--- config.mk ---
export PLATFORM = sky130hd
export DESIGN_NAME = glc_line_control
export DESIGN_NICKNAME = d
export VERILOG_FILES = /design/src/rtl/glc_pkg.sv /design/src/rtl/glc_line_control.sv
export VERILOG_INCLUDE_DIRS = /design/src /design/src/rtl
export SDC_FILE = /design/constraint.sdc
export NUM_CORES = 1
export LEC_CHECK = 0
export BUFFER_PORTS_ARGS = -buffer_cell sky130_fd_sc_hd__buf_4
export CAP_MARGIN = 20
export CORE_UTILIZATION = 47
export DETAILED_ROUTE_END_ITERATION = 10
export PLACE_DENSITY_LB_ADDON = 0.15
export SYNTH_ARGS = -nofsm -noshare
export SYNTH_HDL_FRONTEND = slang
export SYNTH_SLANG_ARGS = --single-unit
--- constraint.sdc ---
create_clock -name clock_in -period 1.83 [get_ports clock_in]
set_clock_uncertainty 0.1 [all_clocks]
set_input_delay 0.366 -clock clock_in [delete_from_list [all_inputs] [get_ports clock_in]]
set_output_delay 0.366 -clock clock_in [all_outputs]
set_load 0.1 [all_outputs]
--- src/rtl/glc_regs.svh ---
`ifndef GLC_REGS_SVH
`define GLC_REGS_SVH

// Register offsets (byte addresses on the local port)
`define GLC_ADDR_W 4
`define GLC_OFS_CTRL 4'h0
`define GLC_OFS_STAT 4'h4
`define GLC_OFS_POLL 4'h8

// Control register fields
`define GLC_CTRL_IFC 0
`define GLC_CTRL_REN 1
`define GLC_CTRL_EOI 2
`define GLC_CTRL_ATN 3
`define GLC_CTRL_TCS 4
`define GLC_CTRL_LISTEN 5
`define GLC_CTRL_REINIT 6
`define GLC_CTRL_END_CLR 7

// Status register fields
`define GLC_STAT_END 0
`define GLC_STAT_HOLD 1
`define GLC_STAT_ATN 2
`define GLC_STAT_EOI 3
`define GLC_STAT_SRQ 4
`define GLC_STAT_REN 5
`define GLC_STAT_IFC 6
`define GLC_STAT_DAV 7

// Poll register field: service request bit of a serial poll byte
`define GLC_POLL_RQS 6

// Data and reset values
`define GLC_DATA_W 8
`define GLC_RDATA_IDLE 8'h00
`define GLC_LINE_LOW 1'b0

// Interface clear pulse timing
`define GLC_CLK_MHZ 20
`define GLC_IFC_PULSE_US 150
`define GLC_IFC_CYCLES (`GLC_IFC_PULSE_US * `GLC_CLK_MHZ)
`define GLC_CNT_W 12
`define GLC_CNT_ONE 12'h001
`define GLC_CNT_ZERO 12'h000

`endif
--- src/rtl/glc_pkg.sv ---
`include "glc_regs.svh"

package glc_pkg;

  typedef enum logic [1:0] {
    GLC_TCS_IDLE = 2'b00,
    GLC_TCS_WAIT = 2'b01,
    GLC_TCS_HOLD = 2'b10
  } glc_tcs_t;

  typedef struct packed {
    logic [`GLC_CNT_W-1:0] ifc_count;
    logic iface_clear_drive_bit;
    logic ren_drive;
    logic end_identify_drive_bit;
    logic attention_drive_bit;
    logic tcs;
    logic listen_unconditional_bit;
    logic end_seen_flag;
    logic taken;
    glc_tcs_t tcs_state;
    logic [`GLC_DATA_W-1:0] rdata;
  } glc_state_t;

endpackage : glc_pkg

--- src/rtl/glc_line_control.sv ---
// Overview of operation
// Writing one to the clear bit pulses IFC, released after about 150 us.
// REN follows its bit until cleared, soft reinitialise or reset.
// Setting the attention bit asserts ATN at once, ignoring handshakes.
// Take-over waits for a byte cycle, holds NRFD, then sets attention.
// Attention bit becoming set always clears the take-over bit.
// Without a completed byte cycle the take-over never sets attention.
// A pulse marks that bus control was taken, for an interrupt vector.
// End-seen flag sets on EOI with a byte; software clears it.
// Controller commands only under ATN; IFC and REN may go anytime.
// Only the controller in charge leaves idle; one system controller.
// On a stalled take-over software issues IFC or forced ATN, then DCL.
// Serial poll: UNL, SPE, address talkers, read bytes, UNT, SPD.
// Serial poll byte bit 6 on DIO7 reports a service request.
// Parallel poll configured with PPC then PPE pattern 110SNNN.
// Parallel poll runs with attention and end-identify set; lines read raw.
// Control passes by talker address plus TCT, effective on ATN release.
// Interface commands use the fixed octal code table.
// End-seen sets when EOI and DAV are asserted with ATN unasserted.
// Soft reinitialise bit resets the block exactly like the reset.
// IFC pulse timed by a cycle counter that clears the drive bit.
// Take-over keeps NRFD asserted until ATN is asserted.
//
// Chosen here: the plain strobed port and the placing of the registers.
`timescale 1ns/10ps
`default_nettype none
`include "glc_regs.svh"

module glc_line_control
  import glc_pkg::*;
#(
  parameter logic [`GLC_CNT_W-1:0] IFC_CYCLES = `GLC_IFC_CYCLES
) (
  // Clock, reset, enable
  input wire logic clock_in,
  input wire logic rst_n_in,
  input wire logic ce_in,
  // Register port
  input wire logic [`GLC_ADDR_W-1:0] addr_in,
  input wire logic [`GLC_DATA_W-1:0] wdata_in,
  input wire logic wr_in,
  input wire logic rd_in,
  output logic [`GLC_DATA_W-1:0] rdata_out,
  // Open-drain bus lines driven by this block (low active)
  input wire logic ifc_n_in,
  output logic ifc_n_out,
  output logic ifc_n_oe_out,
  input wire logic ren_n_in,
  output logic ren_n_out,
  output logic ren_n_oe_out,
  input wire logic atn_n_in,
  output logic atn_n_out,
  output logic atn_n_oe_out,
  input wire logic eoi_n_in,
  output logic eoi_n_out,
  output logic eoi_n_oe_out,
  input wire logic nrfd_n_in,
  output logic nrfd_n_out,
  output logic nrfd_n_oe_out,
  // Bus lines only sensed (low active)
  input wire logic dav_n_in,
  input wire logic ndac_n_in,
  input wire logic srq_n_in,
  input wire logic [7:0] dio_n_in,
  // Side signals
  output logic listen_unconditional_out,
  output logic control_taken_out,
  output logic parallel_poll_out
);

  glc_state_t s;
  glc_state_t next_s;

  logic atn_bus;
  logic eoi_bus;
  logic dav_bus;
  logic wr_ctrl;
  logic [`GLC_DATA_W-1:0] ctrl_image;
  logic [`GLC_DATA_W-1:0] stat_image;

  assign atn_bus = ~atn_n_in;
  assign eoi_bus = ~eoi_n_in;
  assign dav_bus = ~dav_n_in;
  assign wr_ctrl = wr_in && (addr_in == `GLC_OFS_CTRL);

  always_comb begin
    ctrl_image = `GLC_RDATA_IDLE;
    ctrl_image[`GLC_CTRL_IFC] = s.iface_clear_drive_bit;
    ctrl_image[`GLC_CTRL_REN] = s.ren_drive;
    ctrl_image[`GLC_CTRL_EOI] = s.end_identify_drive_bit;
    ctrl_image[`GLC_CTRL_ATN] = s.attention_drive_bit;
    ctrl_image[`GLC_CTRL_TCS] = s.tcs;
    ctrl_image[`GLC_CTRL_LISTEN] = s.listen_unconditional_bit;
    stat_image = `GLC_RDATA_IDLE;
    stat_image[`GLC_STAT_END] = s.end_seen_flag;
    stat_image[`GLC_STAT_HOLD] = (s.tcs_state == GLC_TCS_HOLD);
    stat_image[`GLC_STAT_ATN] = atn_bus;
    stat_image[`GLC_STAT_EOI] = eoi_bus;
    stat_image[`GLC_STAT_SRQ] = ~srq_n_in;
    stat_image[`GLC_STAT_REN] = ~ren_n_in;
    stat_image[`GLC_STAT_IFC] = ~ifc_n_in;
    stat_image[`GLC_STAT_DAV] = dav_bus;
  end

  always_comb begin
    next_s = s;
    next_s.taken = 1'b0;
    next_s.rdata = `GLC_RDATA_IDLE;

    // Self-terminating clear pulse
    if (s.iface_clear_drive_bit) begin
      // Count runs down to zero so the line stays driven IFC_CYCLES cycles
      if (s.ifc_count == `GLC_CNT_ZERO) begin
        next_s.iface_clear_drive_bit = 1'b0;
        next_s.ifc_count = `GLC_CNT_ZERO;
      end else begin
        next_s.ifc_count = s.ifc_count - `GLC_CNT_ONE;
      end
    end

    // Synchronous take-over; stalls forever if no byte cycle comes
    case (s.tcs_state)
      GLC_TCS_IDLE: begin
        if (s.tcs) begin
          next_s.tcs_state = GLC_TCS_WAIT;
        end
      end
      GLC_TCS_WAIT: begin
        if (!s.tcs) begin
          next_s.tcs_state = GLC_TCS_IDLE;
        end else if (dav_bus) begin
          next_s.tcs_state = GLC_TCS_HOLD;
        end
      end
      GLC_TCS_HOLD: begin
        if (!s.tcs) begin
          next_s.tcs_state = GLC_TCS_IDLE;
        end else if (!dav_bus) begin
          // Byte finished; NRFD drops in the cycle ATN rises
          next_s.attention_drive_bit = 1'b1;
          next_s.tcs_state = GLC_TCS_IDLE;
        end
      end
      default: begin
        next_s.tcs_state = GLC_TCS_IDLE;
      end
    endcase

    if (wr_ctrl) begin
      next_s.ren_drive = wdata_in[`GLC_CTRL_REN];
      next_s.end_identify_drive_bit = wdata_in[`GLC_CTRL_EOI];
      next_s.attention_drive_bit = wdata_in[`GLC_CTRL_ATN];
      next_s.tcs = wdata_in[`GLC_CTRL_TCS];
      next_s.listen_unconditional_bit = wdata_in[`GLC_CTRL_LISTEN];
      // Zero write cannot cut a pulse short; a one restarts nothing
      if (wdata_in[`GLC_CTRL_IFC] && !s.iface_clear_drive_bit) begin
        next_s.iface_clear_drive_bit = 1'b1;
        next_s.ifc_count = IFC_CYCLES - `GLC_CNT_ONE;
      end
      if (wdata_in[`GLC_CTRL_END_CLR]) begin
        next_s.end_seen_flag = 1'b0;
      end
    end

    // Set placed after the clear so a same-cycle END is kept
    if (eoi_bus && dav_bus && !atn_bus) begin
      next_s.end_seen_flag = 1'b1;
    end

    if (next_s.attention_drive_bit) begin
      next_s.tcs = 1'b0;
      if (next_s.tcs_state != GLC_TCS_IDLE) begin
        next_s.tcs_state = GLC_TCS_IDLE;
      end
    end
    if (next_s.attention_drive_bit && !s.attention_drive_bit) begin
      next_s.taken = 1'b1;
    end

    if (rd_in) begin
      if (addr_in == `GLC_OFS_CTRL) begin
        next_s.rdata = ctrl_image;
      end else if (addr_in == `GLC_OFS_STAT) begin
        next_s.rdata = stat_image;
      end else if (addr_in == `GLC_OFS_POLL) begin
        // Raw lines: serial poll byte or parallel poll answer
        next_s.rdata = ~dio_n_in;
      end else begin
        next_s.rdata = `GLC_RDATA_IDLE;
      end
    end

    if (wr_ctrl && wdata_in[`GLC_CTRL_REINIT]) begin
      next_s = '0;
    end
  end

  always_ff @(posedge clock_in or negedge rst_n_in) begin
    if (!rst_n_in) begin
      s <= '0;
    end else if (ce_in) begin
      s <= next_s;
    end
  end

  assign rdata_out = s.rdata;
  assign ifc_n_out = `GLC_LINE_LOW;
  assign ifc_n_oe_out = s.iface_clear_drive_bit;
  assign ren_n_out = `GLC_LINE_LOW;
  assign ren_n_oe_out = s.ren_drive;
  assign atn_n_out = `GLC_LINE_LOW;
  assign atn_n_oe_out = s.attention_drive_bit;
  assign eoi_n_out = `GLC_LINE_LOW;
  assign eoi_n_oe_out = s.end_identify_drive_bit;
  assign nrfd_n_out = `GLC_LINE_LOW;
  assign nrfd_n_oe_out = (s.tcs_state == GLC_TCS_HOLD);
  assign listen_unconditional_out = s.listen_unconditional_bit;
  assign control_taken_out = s.taken;
  assign parallel_poll_out =
    s.attention_drive_bit && s.end_identify_drive_bit;

endmodule : glc_line_control
`default_nettype wire

Word level (Yosys, flattened, before mapping)
Cells that the tools add are included.
- $add $sub $neg: 1
- $mul: 0
- divide/modulo/power cells: 0
- magnitude comparators: 0
- equality and inequality tests: 4
- shift-type cells: 0
- mux-type cells: 25
- bitwise logic cells: 7
- reduce and logical (&&, ||, !) cells: 20
- operator list (cell ; count):
    8-bit 2-to-1 mux ; 4
    30-bit 2-to-1 mux ; 1
    13-bit 2-to-1 mux ; 2
    19-bit 2-to-1 mux ; 1
    2-bit 2-to-1 mux ; 7
    12-bit zero test ; 1
    12-bit 2-to-1 mux ; 1
    12-bit by 1-bit subtractor with 12-bit output, second input constant ; 1
    3-bit nonzero test ; 3
    1-bit 2-to-1 mux ; 8
    8-bit inverter ; 1
    1-bit logical AND ; 7
    1-bit inverter ; 6
    2-bit one-hot mux with 3 select lines ; 1
    4-bit by 3-bit == test with 1-bit output, second input constant ; 1
    4-bit == test, second input constant ; 1
    4-bit zero test ; 1
    2-bit AND reduction ; 2
    2-bit nonzero test ; 2
    3-bit AND reduction ; 1
    2-bit by 1-bit == test with 1-bit output, second input constant ; 1
    2-bit == test, second input constant ; 1
    1-bit zero test ; 2
    2-bit zero test ; 1
- bits in registers: 30
- latch bits: 0
- bits in writable memories: 0
- ROM bits: 0
- bits of input ports: 33
- output and inout port bits: 21
- word-level logic and storage cells: 68
- memories: 0

Longest topological paths before layout
- word-level depth: 8
- depth in mapped cells: 7

Least setup slack after synthesis
OpenSTA, ideal clock, no wires.
- kind: register -> register
- start point: reg s, in the netlist ifc_n_oe_out
- end point: reg s[27] (netlist bit)
- data arrival time: 2.146 ns
- setup slack: -0.540 ns
- stages on the path, launching flop included: 5
- period minus slack after synthesis: 2.370 ns
- path through: dfrtp_1 > or3b_1 > nor4_4 > a21boi_0 > a211o_1
- longest elaborated chain between the ends: 5
- RTL lines (item ; RTL line ; source):
    start: declaration ; glc_line_control.sv:71 ; glc_state_t s;
    start signal: assignment ; glc_line_control.sv:202 ; s <= next_s;
    1-bit zero test ; glc_line_control.sv:156 ; if (wdata_in[`GLC_CTRL_IFC] && !s.iface_clear_drive_bit) begin
    1-bit logical AND ; glc_line_control.sv:156 ;
    13-bit 2-to-1 mux ; glc_line_control.sv:156 ;
    19-bit 2-to-1 mux * ; glc_line_control.sv:149 ; if (wr_ctrl) begin
    30-bit 2-to-1 mux * ; glc_line_control.sv:193 ; if (wr_ctrl && wdata_in[`GLC_CTRL_REINIT]) begin
Every way passes the cells marked *; elsewhere a longest branch is shown, timed or not. The select of a mux whose other input is x is not followed.
A chain may end at the register's enable or synchronous reset.

Worst setup path in the final report
- start point: reg s[20] (netlist bit)
- end point: reg s[29] (netlist bit)
- longest elaborated chain between the ends: 6
- RTL lines (item ; RTL line ; source):
    12-bit by 1-bit subtractor with 12-bit output (no line) or 12-bit zero test (tied branches) ; n/a ;
    12-bit 2-to-1 mux * ; glc_line_control.sv:113 ; if (s.ifc_count == `GLC_CNT_ZERO) begin
    13-bit 2-to-1 mux * ; glc_line_control.sv:111 ; if (s.iface_clear_drive_bit) begin
    13-bit 2-to-1 mux ; glc_line_control.sv:156 ;
    19-bit 2-to-1 mux * ; glc_line_control.sv:149 ;
    30-bit 2-to-1 mux * ; glc_line_control.sv:193 ;
Marks and branches as above.

==> summary.txt <==
Outcome
  • Outcome: finished, final reports clean

Routing
  • Starting DRT DRC Count: 125
  • Total routed wirelength: 5399 um
  • Detailed-route via count: 1877
  • Via density per instance: 5.654
  • Post-detailed-route DRC marker count: 0
  • Pre-antenna DRT Iters: 4
  • Post-route ant nets: 0
  • Per-cell routed wire length: 16.26 um

Timing
  • Final hold vios: 0
  • Number of endpoints failing setup at the final stage: 0
  • Period utilization: 0.9937
  • Final count of pins violating max slew: 0
  • Worst hold slack: 0.2225 ns
  • Achievable Freq: 549.9 MHz
  • Setup repair after global routing missed its margin: true
  • Post-route minimum period: 1.818 ns

Worst hold path
  • Hold path startpoint: dav_n_in
  • Path type of the worst min-delay path: in -> reg
  • Number of cells on the worst hold path: 2
  • End point of the most critical hold path: s[9]

Floorplan
  • Height of the die: 66.73 um
  • Number of placement rows: 23
  • Die area: 4453 um^2
  • Starting density of the core: 0.4923
  • Total core area: 4000 um^2
  • # IOs: 54
  • Horizontal extent of the die: 66.73 um

Logic synthesis
  • Top cells by area, synth: sky130_fd_sc_hd__dfrtp_1, sky130_fd_sc_hd__buf_4, sky130_fd_sc_hd__o2bb2ai_1
  • Post-synthesis sequential area ratio: 0.3812
  • Most frequently used cell type in the post-synthesis netlist: sky130_fd_sc_hd__dfrtp_1
  • Async set-reset flop share out of synthesis: 1.000
  • Cell variety after synth: 59
  • Yosys top cell by area: sky130_fd_sc_hd__dfrtp_1
  • Total of warnings raised by yosys: 0
  • Count of mapped cells out of synthesis: 211
  • Fraction of post-synthesis cell area in the top cell type by area: 0.3812
  • Mean Syn Cell Area: 9.334 um^2
  • Most used flip-flop cell after synthesis: sky130_fd_sc_hd__dfrtp_1
  • Top cell types by occurrence after synthesis: sky130_fd_sc_hd__dfrtp_1, sky130_fd_sc_hd__nand2_1, sky130_fd_sc_hd__nor2_1, sky130_fd_sc_hd__buf_4, sky130_fd_sc_hd__o21ai_0
  • Flip-flop and latch count after synthesis: 30
  • Cell area after synthesis: 1969 um^2
  • Count of flip-flops with a built-in enable after synthesis: 0

Critical path
  • Endpoint of the most critical register-to-register path: s[29]
  • Sort of element at the end of the critical path: register
  • Type of the setup path with the least slack: reg -> reg
  • Type of origin of the critical path: register
  • Worst Reg2Reg Path Length in Cells: 5
  • Standard cell with the maximum stage delay on the critical path: sky130_fd_sc_hd__dfrtp_1
  • Worst stage delay on the critical path: 0.41 ns
  • Critical path data required time: 1.91 ns
  • Maximum net fanout on the critical path: 3
  • Data arrival at the endpoint of the critical path: 1.89 ns
  • Cell-by-cell trace of the critical path: or3b_4 -> nor4_4 -> buf_4 -> a211oi_2 -> o31a_1
  • R2R Path Start: s[20]
  • Worst-case register-to-register setup slack: 0.01 ns

Clock network
  • Buffer cell driving the clock tree root: sky130_fd_sc_hd__clkbuf_8
  • Clock latency on the worst-skew pair: 0.29 ns
  • H-Tree Depth: 2
  • Number of clock buffers inserted by TritonCTS: 5
  • Clk buf depth: 2
  • CTS tree: yes
  • Clock transition at path regs: 0.06 ns
  • # clock sinks: 30

Placement
  • Port buffer count: 46
  • Placed wire-length estimate after detailed placement: 3985 um
  • Number of placed instances, taps included: 320
  • Total placed instance area: 2499 um^2
  • Global placement routability congestion: 0.8359

Global routing
  • Via count of the first global-routing pass: 1773
  • Grt total ovfl: 0
  • Number of antenna violations at the first check in global routing: 0
  • Total routing resource utilization after global routing: 0.2612
  • Global-route wire length before repair: 8535 um
  • Maximum number of pins on one net before global-route repair: 31

Final layout
  • Finished Core Util: 0.6669
  • Total of fill cells in the finished design: 330
  • Share of cells above drive strength 1: 0.4113
  • Area growth syn-to-layout: 35.45%
  • Diode insertion count for antenna repair: 0
  • Number of nets in the final layout: 316
  • Area of all placed cells without fillers: 2668 um^2
  • Area occupied by multi-input gates: 1105 um^2
  • Non-filler instance count after layout: 332
  • Flip-flop and latch area: 757.0 um^2

Power
  • PnR Total Power: 0.003002 W
  • Leak Pwr: 1.218 nW
  • IR Drop Worst-Case VDD: 0.6086 mV
  • Power density over cell area: 1125 nW/um^2

Job
  • Count of max-cap constraint violations: 0
[critical path: cells and delay by family (launching register included)]
kind                   cells  cell delay (ns)
AO/OA/AOI/OAI              2             0.31
buffers and inverters      1             0.19
flip-flops                 1             0.41
AND/OR/NAND/NOR            2             0.70
[through the flow]
step | setup TNS, ns | worst slack (ns)
after detailed placement | -1.304 | -0.1653
after global placement | -1.244 | -0.1526
after CTS | 0 | 0.002410
after floorplan | -0.06990 | -0.04815
final | 0 | 0.01160
after global routing | -0.1530 | -0.07813
[state kept, by name (all words and copies together), names as in the netlist]
signal                    cells
ctrl_image                    1
listen_unconditional_out      1
s                            15
control_taken_out             1
ifc_n_oe_out                  1
eoi_n_oe_out                  1
ren_n_oe_out                  1
atn_n_oe_out                  1
rdata_out                     8
[cell usage in the layout, fill, tap and decap left out, types with 3 or more instances in the layout]
master	synthesis	layout
sky130_fd_sc_hd__nor4_4	2	3
sky130_fd_sc_hd__inv_1	10	8
sky130_fd_sc_hd__o2bb2ai_1	10	10
sky130_fd_sc_hd__a21oi_1	7	7
sky130_fd_sc_hd__buf_4	13	80
sky130_fd_sc_hd__o31ai_1	5	5
sky130_fd_sc_hd__nor2_1	14	13
sky130_fd_sc_hd__nand4_1	3	3
sky130_fd_sc_hd__clkbuf_8	0	6
sky130_fd_sc_hd__o21ai_0	13	13
sky130_fd_sc_hd__conb_1	1	5
sky130_fd_sc_hd__or2_2	3	3
sky130_fd_sc_hd__dfrtp_1	30	27
sky130_fd_sc_hd__nand2b_1	5	5
sky130_fd_sc_hd__o22ai_1	6	6
sky130_fd_sc_hd__a22o_1	3	3
sky130_fd_sc_hd__nand2_1	14	14
sky130_fd_sc_hd__nand3_1	6	6
sky130_fd_sc_hd__a211o_1	4	4
sky130_fd_sc_hd__nor3_1	3	3
[what timing repair did]
item | 4_1_cts | 5_1_grt
endpoints found under the hold margin | 30 | 0
setup buffers | 2 | 1
endpoints found under the setup margin | 2 | 8
pin swaps | 2 | 4
gates resized for setup | 1 | 10
hold buffers | 1 | 0
[how the worst max path moves through the flow]
stage                             from    end  slack, ns  depth (start not counted)
after floorplan           ifc_n_oe_out  s[27]      -0.05                          4
after CTS                 ifc_n_oe_out  s[29]      0.002                          5
after global placement      addr_in[1]  s[23]      -0.15                          5
after detailed placement    addr_in[1]  s[19]      -0.17                          7
final                            s[20]  s[29]       0.01                          5
after global routing      ifc_n_oe_out  s[29]      -0.08                          5
[area by class of cell]
| cell class | instances | area share |
|---|---|---|
| clock buffers | 7 | 0.03236 |
| clock inverters | 1 | 0.001876 |
| inverters | 11 | 0.01548 |
| multi-input cells | 152 | 0.4142 |
| flip-flops and latches | 30 | 0.2838 |
| well taps | 50 | 0.02345 |
| repair buffers | 81 | 0.2289 |
[power breakdown]
part	switching [W]	leakage, nW	internal [W]
clock network	0.000266	0.0482	0.000303
logic	0.000841	0.780	0.000627
registers	0.000150	0.389	0.000816
[cell families (layout without fill, tap and decap cells)]
| kind of cell | Yosys count | after routing | share of synthesized area |
|---|---|---|---|
| xor+xnor | 2 | 2 | 0.008896 |
| fa+ha+maj | 2 | 2 | 0.01270 |
| flops | 30 | 30 | 0.3812 |
| compound gates | 73 | 73 | 0.2745 |
| simple gates | 70 | 70 | 0.2249 |
| other cells | 1 | 5 | 0.001904 |
| buf+inv | 33 | 100 | 0.09593 |
[routing by layer]
metal	share of wire	GRT usage	vias to the layer above
met2	0.47	0.3902	48
met1	0.46	0.3665	905
met4	0.010	0.09043	0
li1	-	-	918
met5	0	0	-
met3	0.052	0.05822	6
No activity file was read; power rests on OpenSTA's default activity.
